## config.mk

```make
export PLATFORM = sky130hd
export DESIGN_NAME = sbtc_top
export DESIGN_NICKNAME = d
export VERILOG_FILES = /design/src/sbtc_pkg.sv /design/src/sbtc_prescale.sv /design/src/sbtc_sync2.sv /design/src/sbtc_top.sv
export SDC_FILE = /design/constraint.sdc
export NUM_CORES = 1
export LEC_CHECK = 0
export BUFFER_PORTS_ARGS = -buffer_cell sky130_fd_sc_hd__buf_2
export CORE_ASPECT_RATIO = 1.5
export CORE_MARGIN = 8
export CORE_UTILIZATION = 51
export CTS_CLUSTER_DIAMETER = 100
export DETAILED_ROUTE_END_ITERATION = 8
export HOLD_SLACK_MARGIN = 0.08
export PLACE_DENSITY = 0.89
export REMOVE_ABC_BUFFERS = 1
export SYNTH_ARGS = -nofsm -noshare
export SYNTH_HDL_FRONTEND = slang
export SYNTH_HIERARCHICAL = 1
export SYNTH_SLANG_ARGS = --single-unit
```

## constraint.sdc

```tcl
create_clock -name REF_CLK -period 1.5 [get_ports REF_CLK]
set_input_delay 0.3 -clock REF_CLK [delete_from_list [all_inputs] [get_ports REF_CLK]]
set_output_delay 0.3 -clock REF_CLK [all_outputs]
set_load 0.02 [all_outputs]
```

## src/sbtc_pkg.sv

```systemverilog
package sbtc_pkg;
    // bus geometry: word index is ADR_I[11:2]
    localparam int          ADDR_W        = 12;
    localparam int          DATA_W        = 32;
    localparam int          IDX_W         = 10;

    // register word indexes; byte address is four times the index
    localparam logic [9:0]  IDX_FLAG      = 10'h00C;
    localparam logic [9:0]  IDX_ENABLE    = 10'h08C;
    localparam logic [9:0]  IDX_LOW       = 10'h00E;
    localparam logic [9:0]  IDX_HIGH      = 10'h00F;
    localparam logic [9:0]  IDX_CONTROL   = 10'h010;
    localparam logic [9:0]  IDX_PORT      = 10'h011;

    // timer_control fields
    localparam int          CTL_RUN       = 0;
    localparam int          CTL_SRC       = 1;
    localparam int          CTL_BYPASS    = 2;
    localparam int          CTL_OSC       = 3;
    localparam int          CTL_PS_LO     = 4;
    localparam int          CTL_PS_HI     = 5;
    localparam logic [7:0]  CONTROL_RESET = 8'h00;
    localparam logic [7:0]  CONTROL_MASK  = 8'h3F;

    // flag and enable registers
    localparam int          FLAG_BIT      = 0;
    localparam int          ENABLE_BIT    = 0;

    // port register: output latch in [1:0], direction in [5:4], 1 = input
    localparam int          PORT_OUT_LO   = 0;
    localparam int          PORT_DIR_LO   = 4;
    localparam logic [7:0]  PORT_RESET    = 8'h30;
    localparam logic [7:0]  PORT_MASK     = 8'h33;

    // count limits
    localparam logic [15:0] COUNT_MAX     = 16'hFFFF;
    localparam logic [15:0] COUNT_ZERO    = 16'h0000;

    // reference clock is the oscillator; one instruction cycle is four clocks
    localparam int          REF_CLK_MHZ   = 250;
    localparam int          OSC_PER_INSTR = 4;
    localparam logic [1:0]  INSTR_LAST    = 2'(OSC_PER_INSTR - 1);

    // prescaler width, in bits, of the divide counter
    localparam int          PS_W          = 3;

    typedef enum logic [1:0] {
        ARM_IDLE,
        ARM_WAIT_FALL,
        ARM_LIVE
    } sbtc_arm_type;
endpackage : sbtc_pkg

```

## src/sbtc_prescale.sv

```systemverilog
`timescale 1ns/1ns
module sbtc_prescale (
    // clock and reset
    input  wire logic       clk,
    input  wire logic       rst_n,
    // input events and control
    input  wire logic       tick,
    input  wire logic       clear,
    input  wire logic [1:0] ratio,
    // one pulse per 1, 2, 4 or 8 events, as ratio selects
    output logic            carry
);
    logic [sbtc_pkg::PS_W-1:0] count;
    logic [sbtc_pkg::PS_W-1:0] next_count;
    logic [sbtc_pkg::PS_W-1:0] mask;

    always_comb begin
        unique case (ratio)
            2'h0: mask = 3'h0;
            2'h1: mask = 3'h1;
            2'h2: mask = 3'h3;
            2'h3: mask = 3'h7;
        endcase
        carry      = tick & ((count & mask) == mask);
        next_count = count;
        if (clear) begin
            next_count = 3'h0;
        end else if (tick) begin
            next_count = carry ? 3'h0 : 3'(count + 3'h1);
        end
    end

    // synchronous stand-in for the ripple chain, so no divided clocks exist
    always_ff @(posedge clk or negedge rst_n) begin
        if (!rst_n) begin
            count <= 3'h0;
        end else begin
            count <= next_count;
        end
    end
endmodule : sbtc_prescale

```

## src/sbtc_sync2.sv

```systemverilog
`timescale 1ns/1ns
module sbtc_sync2 (
    // clock and reset
    input  wire logic clk,
    input  wire logic rst_n,
    // toggle from the prescaler side
    input  wire logic level_in,
    // one-cycle pulse per toggle
    output logic      changed
);
    logic meta;
    logic stable;
    logic last;
    logic next_meta;
    logic next_stable;
    logic next_last;

    always_comb begin
        next_meta   = level_in;
        next_stable = meta;
        next_last   = stable;
        changed     = stable ^ last;
    end

    always_ff @(posedge clk or negedge rst_n) begin
        if (!rst_n) begin
            meta   <= 1'b0;
            stable <= 1'b0;
            last   <= 1'b0;
        end else begin
            meta   <= next_meta;
            stable <= next_stable;
            last   <= next_last;
        end
    end
endmodule : sbtc_sync2

```

## src/sbtc_top.sv

```systemverilog
// The Wishbone slave port was left to the implementer.
`timescale 1ns/1ns
//
// Overview of operation
// - sixteen-bit count, two bytes, wraps FFFF to 0000
// - overflow latches flag; request only when enabled
// - source bit: instruction cycle or external rising edge
// - run bit gates counting; stop holds count
// - capture/compare units may reset the count
// - oscillator on: pins inputs, read zero
// - prescale bits select 1, 2, 4, 8
// - oscillator enable bit powers the oscillator
// - bypass bit skips synchroniser in external mode
// - falling edge needed before first counted rise
// - oscillator enable picks which pin counts
// - prescaler first, then synchroniser
// - synchronised mode stops counting during sleep
// - unsynchronised mode counts and wakes in sleep
// - count byte write clears the prescaler
// - compare reset sets no flag; write wins
// - reset clears control; count keeps value
module sbtc_top (
    // clock and reset
    input  wire logic        REF_CLK,
    input  wire logic        RESET_N,
    // wishbone slave
    input  wire logic [11:0] ADR_I,
    input  wire logic [31:0] DAT_I,
    output logic      [31:0] DAT_O,
    input  wire logic        WE_I,
    input  wire logic [3:0]  SEL_I,
    input  wire logic        STB_I,
    input  wire logic        CYC_I,
    output logic             ACK_O,
    // system
    input  wire logic        SLEEP_MODE,
    input  wire logic        CC_RESET_A,
    input  wire logic        CC_RESET_B,
    // pins: bit 0 external clock / oscillator output, bit 1 oscillator input
    input  wire logic [1:0]  PIN_IN,
    output logic      [1:0]  PIN_OUT,
    output logic      [1:0]  PIN_OE,
    output logic             OSC_POWER,
    // requests
    output logic             IRQ,
    output logic             WAKE_REQ
);
    logic                  rst_meta;
    logic                  rst_n_int;
    logic [7:0]            control;
    logic [7:0]            next_control;
    logic [7:0]            port;
    logic [7:0]            next_port;
    logic                  flag;
    logic                  next_flag;
    logic                  enable;
    logic                  next_enable;
    logic [15:0]           count;
    logic [15:0]           next_count;
    logic [1:0]            div;
    logic [1:0]            next_div;
    logic                  pin_prev;
    logic                  next_pin_prev;
    logic                  ps_toggle;
    logic                  next_ps_toggle;
    sbtc_pkg::sbtc_arm_type arm;
    sbtc_pkg::sbtc_arm_type next_arm;
    logic [31:0]           next_dat;
    logic                  next_ack;
    logic [1:0]            next_pin_out;
    logic [1:0]            next_pin_oe;
    logic                  bus_req;
    logic                  wr;
    logic [9:0]            idx;
    logic                  wr_low;
    logic                  wr_high;
    logic                  wr_count;
    logic                  cc_reset;
    logic                  run;
    logic                  src_ext;
    logic                  bypass;
    logic                  osc_en;
    logic [1:0]            ratio;
    logic                  tick;
    logic                  pin_sel;
    logic                  ext_live;
    logic                  ext_rise;
    logic                  ps_in;
    logic                  carry;
    logic                  changed;
    logic                  sync_inc;
    logic                  direct_inc;
    logic                  inc;
    logic                  ovf;
    logic [7:0]            rd_byte;
    logic [7:0]            pin_view;

    // reset release through two flops
    always_ff @(posedge REF_CLK or negedge RESET_N) begin
        if (!RESET_N) begin
            rst_meta  <= 1'b0;
            rst_n_int <= 1'b0;
        end else begin
            rst_meta  <= 1'b1;
            rst_n_int <= rst_meta;
        end
    end

    // decode
    always_comb begin
        bus_req  = CYC_I & STB_I;
        idx      = ADR_I[11:2];
        // writes land on the edge where ack is seen high
        wr       = bus_req & ACK_O & WE_I & SEL_I[0];
        wr_low   = wr & (idx == sbtc_pkg::IDX_LOW);
        wr_high  = wr & (idx == sbtc_pkg::IDX_HIGH);
        wr_count = wr_low | wr_high;
        cc_reset = CC_RESET_A | CC_RESET_B;
        run      = control[sbtc_pkg::CTL_RUN];
        src_ext  = control[sbtc_pkg::CTL_SRC];
        bypass   = control[sbtc_pkg::CTL_BYPASS];
        osc_en   = control[sbtc_pkg::CTL_OSC];
        ratio    = control[sbtc_pkg::CTL_PS_HI:sbtc_pkg::CTL_PS_LO];
    end

    // clock sources and arming
    always_comb begin
        tick          = (div == sbtc_pkg::INSTR_LAST);
        next_div      = 2'(div + 2'h1);
        pin_sel       = osc_en ? PIN_IN[1] : PIN_IN[0];
        next_pin_prev = pin_sel;
        ext_live      = run & src_ext;
        next_arm      = arm;
        unique case (arm)
            sbtc_pkg::ARM_IDLE: begin
                if (ext_live) begin
                    next_arm = sbtc_pkg::ARM_WAIT_FALL;
                end
            end
            sbtc_pkg::ARM_WAIT_FALL: begin
                if (!ext_live) begin
                    next_arm = sbtc_pkg::ARM_IDLE;
                end else if (pin_prev && !pin_sel) begin
                    next_arm = sbtc_pkg::ARM_LIVE;
                end
            end
            sbtc_pkg::ARM_LIVE: begin
                if (!ext_live) begin
                    next_arm = sbtc_pkg::ARM_IDLE;
                end
            end
            default: begin
                next_arm = sbtc_pkg::ARM_IDLE;
            end
        endcase
        // run gate here too: arm leaves live one cycle after run drops
        ext_rise = (arm == sbtc_pkg::ARM_LIVE) & ext_live & !pin_prev & pin_sel;
        // instruction clock halts in sleep; external edges keep reaching the prescaler
        ps_in    = src_ext ? ext_rise : (run & tick & !SLEEP_MODE);
    end

    always_ff @(posedge REF_CLK or negedge rst_n_int) begin
        if (!rst_n_int) begin
            div      <= 2'h0;
            pin_prev <= 1'b0;
            arm      <= sbtc_pkg::ARM_IDLE;
        end else begin
            div      <= next_div;
            pin_prev <= next_pin_prev;
            arm      <= next_arm;
        end
    end

    sbtc_prescale u_prescale (
        .clk   (REF_CLK),
        .rst_n (rst_n_int),
        .tick  (ps_in),
        .clear (wr_count),
        .ratio (ratio),
        .carry (carry)
    );

    // a toggle crosses safely where a one-cycle carry could be missed
    always_comb begin
        next_ps_toggle = ps_toggle ^ (carry & src_ext & !bypass);
    end

    always_ff @(posedge REF_CLK or negedge rst_n_int) begin
        if (!rst_n_int) begin
            ps_toggle <= 1'b0;
        end else begin
            ps_toggle <= next_ps_toggle;
        end
    end

    sbtc_sync2 u_sync (
        .clk      (REF_CLK),
        .rst_n    (rst_n_int),
        .level_in (ps_toggle),
        .changed  (changed)
    );

    // increment and count
    always_comb begin
        sync_inc   = changed & run & src_ext & !bypass & !SLEEP_MODE;
        direct_inc = carry & (!src_ext | bypass);
        inc        = sync_inc | direct_inc;
        ovf        = inc & !wr_count & !cc_reset & (count == sbtc_pkg::COUNT_MAX);
        next_count = count;
        if (wr_count) begin
            if (wr_low) begin
                next_count[7:0] = DAT_I[7:0];
            end
            if (wr_high) begin
                next_count[15:8] = DAT_I[7:0];
            end
        end else if (cc_reset) begin
            next_count = sbtc_pkg::COUNT_ZERO;
        end else if (inc) begin
            next_count = 16'(count + 16'h0001);
        end
    end

    // count survives every reset
    always_ff @(posedge REF_CLK) begin
        count <= next_count;
    end

    // registers
    always_comb begin
        next_control = control;
        next_port    = port;
        next_enable  = enable;
        next_flag    = flag;
        if (wr && idx == sbtc_pkg::IDX_CONTROL) begin
            next_control = DAT_I[7:0] & sbtc_pkg::CONTROL_MASK;
        end
        if (wr && idx == sbtc_pkg::IDX_PORT) begin
            next_port = DAT_I[7:0] & sbtc_pkg::PORT_MASK;
        end
        if (wr && idx == sbtc_pkg::IDX_ENABLE) begin
            next_enable = DAT_I[sbtc_pkg::ENABLE_BIT];
        end
        if (wr && idx == sbtc_pkg::IDX_FLAG) begin
            next_flag = DAT_I[sbtc_pkg::FLAG_BIT];
        end
        if (ovf) begin
            next_flag = 1'b1;
        end
    end

    always_ff @(posedge REF_CLK or negedge rst_n_int) begin
        if (!rst_n_int) begin
            control <= sbtc_pkg::CONTROL_RESET;
            port    <= sbtc_pkg::PORT_RESET;
            enable  <= 1'b0;
            flag    <= 1'b0;
        end else begin
            control <= next_control;
            port    <= next_port;
            enable  <= next_enable;
            flag    <= next_flag;
        end
    end

    // bus answer and outputs
    always_comb begin
        pin_view = {2'h0, port[sbtc_pkg::PORT_DIR_LO +: 2], 2'h0, osc_en ? 2'h0 : PIN_IN};
        unique case (idx)
            sbtc_pkg::IDX_FLAG:    rd_byte = {7'h00, flag};
            sbtc_pkg::IDX_ENABLE:  rd_byte = {7'h00, enable};
            sbtc_pkg::IDX_LOW:     rd_byte = count[7:0];
            sbtc_pkg::IDX_HIGH:    rd_byte = count[15:8];
            sbtc_pkg::IDX_CONTROL: rd_byte = control;
            sbtc_pkg::IDX_PORT:    rd_byte = pin_view;
            default:               rd_byte = 8'h00;
        endcase
        next_ack     = bus_req & !ACK_O;
        next_dat     = next_ack ? {24'h000000, rd_byte} : DAT_O;
        next_pin_out = next_port[sbtc_pkg::PORT_OUT_LO +: 2];
        // oscillator owns both pins, so direction bits lose their say
        next_pin_oe  = next_control[sbtc_pkg::CTL_OSC] ? 2'h0 : ~next_port[sbtc_pkg::PORT_DIR_LO +: 2];
    end

    always_ff @(posedge REF_CLK or negedge rst_n_int) begin
        if (!rst_n_int) begin
            DAT_O     <= 32'h00000000;
            ACK_O     <= 1'b0;
            PIN_OUT   <= 2'h0;
            PIN_OE    <= 2'h0;
            OSC_POWER <= 1'b0;
            IRQ       <= 1'b0;
            WAKE_REQ  <= 1'b0;
        end else begin
            DAT_O     <= next_dat;
            ACK_O     <= next_ack;
            PIN_OUT   <= next_pin_out;
            PIN_OE    <= next_pin_oe;
            OSC_POWER <= next_control[sbtc_pkg::CTL_OSC];
            IRQ       <= next_flag & next_enable;
            WAKE_REQ  <= next_flag & next_enable & SLEEP_MODE;
        end
    end

    // checking helper: prescaler inputs since last carry
    logic [3:0] chk_events;
    logic [1:0] chk_ratio;
    // ratio change leaves a partial prescale count; count bytes power up unknown
    logic       chk_ps_valid;
    logic [1:0] chk_loaded;
    always_ff @(posedge REF_CLK or negedge rst_n_int) begin
        if (!rst_n_int) begin
            chk_events   <= 4'h0;
            chk_ratio    <= 2'h0;
            chk_ps_valid <= 1'b0;
            chk_loaded   <= 2'h0;
        end else begin
            chk_ratio    <= ratio;
            chk_events   <= (carry || wr_count) ? 4'h0 : 4'(chk_events + {3'h0, ps_in});
            chk_ps_valid <= carry || wr_count || (chk_ps_valid && ratio == chk_ratio);
            chk_loaded   <= chk_loaded | {wr_high, wr_low};
        end
    end
endmodule : sbtc_top

```

Word-level counts from Yosys, hierarchy flattened
Index checks and enable logic that the tools add are counted.
- reductions and logical operators: 20
- bitwise gates (word level): 34
- mux-type cells: 24
- equality and inequality tests: 19
- $add $sub $neg: 3
- operator list (cell ; count):
    $mux 16 ; 3
    $pmux 8 s6 ; 1
    $eq 10x4->1 const B ; 3
    $and 1x1->1 ; 26
    $eq 10x5->1 const B ; 2
    $add 16x1->16 const B ; 1
    $eq 16x16->1 const B ; 1
    $mux 8 ; 2
    $mux 2 ; 6
    $pmux 3 s4 ; 1
    $eq 10x8->1 const B ; 1
    $mux 3 ; 3
    $eq 2x2->1 const B ; 4
    $logic_not 1->1 ; 8
    $ne 2x2->1 const B ; 4
    $mux 6 ; 1
    $pmux 2 s3 ; 1
    $logic_and 1x1->1 ; 5
    $mux 1 ; 5
    $eq 2x1->1 const B ; 2
    $logic_not 2->1 ; 2
    $mux 4 ; 1
    $or 1x1->1 ; 4
    $reduce_and 2->1 ; 2
    other kinds (10) ; 11
- output and inout bits: 40
- input bits: 58
- flip-flop bits (word level): 57

Logic depth before layout (Yosys ltp)
- word-level depth: 14
- gate-level depth with buffers: 10
- depth with buffers taken out: 9

Hierarchy
The synthesis kept the hierarchy.
- by module, submodules not included (module ; cells an instance ; area each (µm²) ; times used):
    sbtc_top ; 250 ; 2696.3 ; 1
    sbtc_prescale ; 21 ; 200.2 ; 1
    sbtc_sync2 ; 4 ; 83.8 ; 1

Least setup slack after synthesis
OpenSTA, ideal clock, no wires.
- kind: reg-to-reg
- start: register OSC_POWER
- end: register, netlist name count[0]
- stages on the path, launching flop included: 9
- arrival: 2.211 ns
- data required time: 1.123 ns
- library setup time: 0.377 ns
- path slack: -1.089 ns
- path buffers: 1
- cells stage by stage: dfrtp_1 -> clkbuf_1 -> mux2i_1 -> nor3_1 -> a22oi_1 -> nor2b_1 -> and3_2 -> a22oi_1 -> a22oi_1
- RTL lines (item ; RTL line ; RTL):
    start: declaration ; sbtc_top.sv:43 ; output logic OSC_POWER,
    start signal: assignment ; sbtc_top.sv:299 ; OSC_POWER <= next_control[sbtc_pkg::CTL_OSC];

==> impl_results.md <==
* Post-synth EDFFs at 16
* Synth Warn # at 6
* Initial antenna violation count at 0
* WP buf/inv at 0
* # IOs at 98
* Area growth from synthesis to layout at 43.3%
* Avg Inst Size Synth at ~11 um2
* Max transition margin at 56.3%
* Die Y at 110 um
* Ys flop type: dfrtp_1
* Skew final at 0.0181 ns
* Violated checks: negative setup slack
* Die Wd at around 78 um
* Top Family by Delay on Critical Path: simple AND/OR/NAND/NOR gates
* Setup WS pre-CTS at -0.710 ns
* CTS buffer count at 5
* Cell count of the worst reg-to-reg path at 9
* Sequential Area at 1460 um2
* Leak pwr at between 2 and 2.5 nW
* Seq/Total Area, Yosys at 49.0%
* Number of distinct library cells after synthesis at just under 60
* PD cells at 707 nW/um2
* Global Route Usage Sum at 22.3%
* Footprint of the multi-input gates at 1670 um2
* Top cells by area, synth: dfrtp_1, edfxtp_1, buf_4
* M1 WL at 3.64 mm
* Core box area at 5740 um2
* Drt first pass iters at 5
* Global-route wire length before repair at about 15 mm
* Post-route cell area at 4270 um2
* Clock latency on the worst-skew pair at 0.32 ns
* Share of cells above drive strength 1 at 51.0%
* Largest net degree at the start of global routing at 37
* Final core utilization at 74.4%
* Vias in the first global route at 2979
* Routed wire length at around 11 mm
* Setup TNS at -18.70 ns
* Crit. path cell count at 9
* Slew Viols, Final at 0
* Max-Cap Viols at 0
* Worst setup EP type: flop
* Syn Inst Count at 275
* Synth Cell Area at 2980 um2
* PortBufs at 44
* Startpoint Class: flop
* Initial detailed-routing violation count at between 400 and 500
* Initial core utilization at 51.9%
* Required @ worst endpoint at 1.74 ns
* Vias per cell at 6.18
* Fillers at approximately 340
* F_max at 0.456 GHz
* DR top layer: met4
* Slew @ Worst Pin at ~0.65 ns
* Setup ws final at -0.694 ns
* Maximum vdd drop at 0.553 mV
* Status: finished with violations
* CTS tree: built
* Final net count at 458
* Placed Instances at 441
* Detail Route met3 WL at roughly 860 um
* Root buf cell: clkbuf_8
* RSZ-0062 raised after global routing: yes
* Max FO, Critical Path at 3
* CP max stage cell: dfrtp_1
* Clk pin slew, worst setup/hold paths at 0.11 ns
* Setup violations, final at 60
* GRT overflow at 0
* Htree depth at 2
* Hold Crit Class: in2reg
* Final cell count without fillers at 470
* Synth Register Bits at 55
* Row Count at 34
* DIE AREA at about 8600 um2
* Min Tclk post-route at about 2.2 ns
* Met2 wire length at 5.49 mm
* Final Cycle Share at 146%
* Cell taking the most area after synthesis: dfrtp_1
* Placed instance area at 3610 um2
* Routed wire per std cell at 22.9 um
* ANT cells at 0
* Final Hold Fails at 0
* Antenna-violating nets left at 0
* # DRC at 0
* Ys async rst share at 70.9%
* Gpl congestion at 0.892
* Worst stage delay on the critical path at 0.43 ns
* Crit path DAT at 2.44 ns
* Routed via count at 2906
* CTS max path bufs at 2
* WHS Path Cells at 2
* Post-DP HPWL at 6.09 mm
* Cells along the critical path: mux2i_2 > nor3_2 > a22oi_1 > nor2b_1 > and3_4 > a22oi_2 > nor4bb_2 > a211oi_2 > nor3b_2
* Top cell type's share of synthesized area at 31.1%
* Worst Setup Path Type: reg2reg
* Num Clock Sinks at 55
-- per-layer routing --
metal,vias up,global-route usage [%]
met1,1419,22.1
met5,-,0
met3,79,4.66
met2,227,39.8
met4,0,17.4
li1,1181,-
-- kinds of logic (layout without fill, tap and decap cells) --
family                   count (synthesis)  count (layout)  share of synthesized area, %
AO/OA/AOI/OAI                           54              54                          12.7
XOR/XNOR                                17              17                          5.00
adder cells (fa/ha/maj)                  3               3                          1.26
buffers and inverters                   46             145                          9.07
flip-flops                              55              55                          49.0
multiplexers                            17              17                          6.38
other                                    2              25                         0.252
AND/OR/NAND/NOR                         81              82                          16.4
-- Yosys cell counts (3+ instances only) --
cell	n
dfrtp_1	37
buf_4	25
nand2_1	24
o21ai_1	18
edfxtp_1	16
inv_1	14
nor2_1	11
xor2_1	11
nand3_1	9
mux2_1	7
mux2i_1	7
a22oi_1	6
xnor2_1	6
a221oi_1	5
a22o_1	5
a21oi_1	4
clkbuf_1	4
nand2b_1	4
a211oi_1	3
and3_1	3
buf_2	3
ha_1	3
nand3b_1	3
nand4_1	3
-- registers in the layout (all words and copies together) (netlist names), 2 cells and up --
register          flops
div                   2
u_prescale/count      3
port                  3
PIN_OE                2
count                16
arm                   2
control               5
DAT_O                 8
-- final timing paths --
| check | start | end | slack, ns |
|---|---|---|---|
| max | OSC_POWER | WAKE_REQ | -0.69 |
| min | DAT_I[2] | control[2] | 0.27 |
| max reg2reg | OSC_POWER | WAKE_REQ | -0.69 |
| min reg2reg | rst_n_int | WAKE_REQ | 0.32 |
| max in group asynchronous | rst_n_int | port[4] | 0.82 |
| min in group asynchronous | RESET_N | rst_meta | 0.28 |
-- layout by cell type, fill, tap and decap left out, types with 4 or more instances in the layout --
master / n
a22o_1: 5
xor2_1: 9
nand2_2: 7
a22oi_1: 4
a21oi_1: 4
buf_2: 43
nor2_1: 8
clkbuf_8: 6
inv_1: 14
mux2_4: 10
a221oi_1: 5
buf_6: 17
nand3_1: 5
o21ai_2: 12
conb_1: 25
xnor2_1: 5
buf_4: 61
mux2i_1: 5
o21ai_1: 6
dfrtp_1: 37
nand2_1: 16
edfxtp_1: 16
-- cell type report --
| type | count | share of cell area, % |
|---|---|---|
| well taps | 72 | 2.11 |
| inverters | 14 | 1.23 |
| flip-flops and latches | 55 | 34.2 |
| clock inverters | 1 | 0.117 |
| repair buffers | 123 | 20.7 |
| multi-input cells | 198 | 39.1 |
| clock buffers | 7 | 2.52 |
-- per-stage QoR --
| step | total power, mW | hold slack [ns] |
|---|---|---|
| 6_report | 3.02 | 0.270 |
| 3_5_place_dp | 1.96 | 0.0152 |
| 3_3_place_gp | 1.95 | 0.00782 |
| 5_1_grt | 3.10 | 0.267 |
| 2_1_floorplan | 1.79 | 0.00441 |
| 4_1_cts | 2.95 | 0.243 |
-- power breakdown --
part	total, mW	switching [mW]	internal, mW
sequential	1.61	0.0306	1.58
clock	0.984	0.509	0.474
combinational	0.426	0.269	0.157
-- repair_timing --
item	4_1_cts	5_1_grt
hold endpoints to repair	3	0
cloned	3	0
hold buffers	2	0
pin swaps	24	29
setup buffers	11	12
gates resized for setup	47	45
setup endpoints to repair	50	60
(Power assumes the default switching activity.)
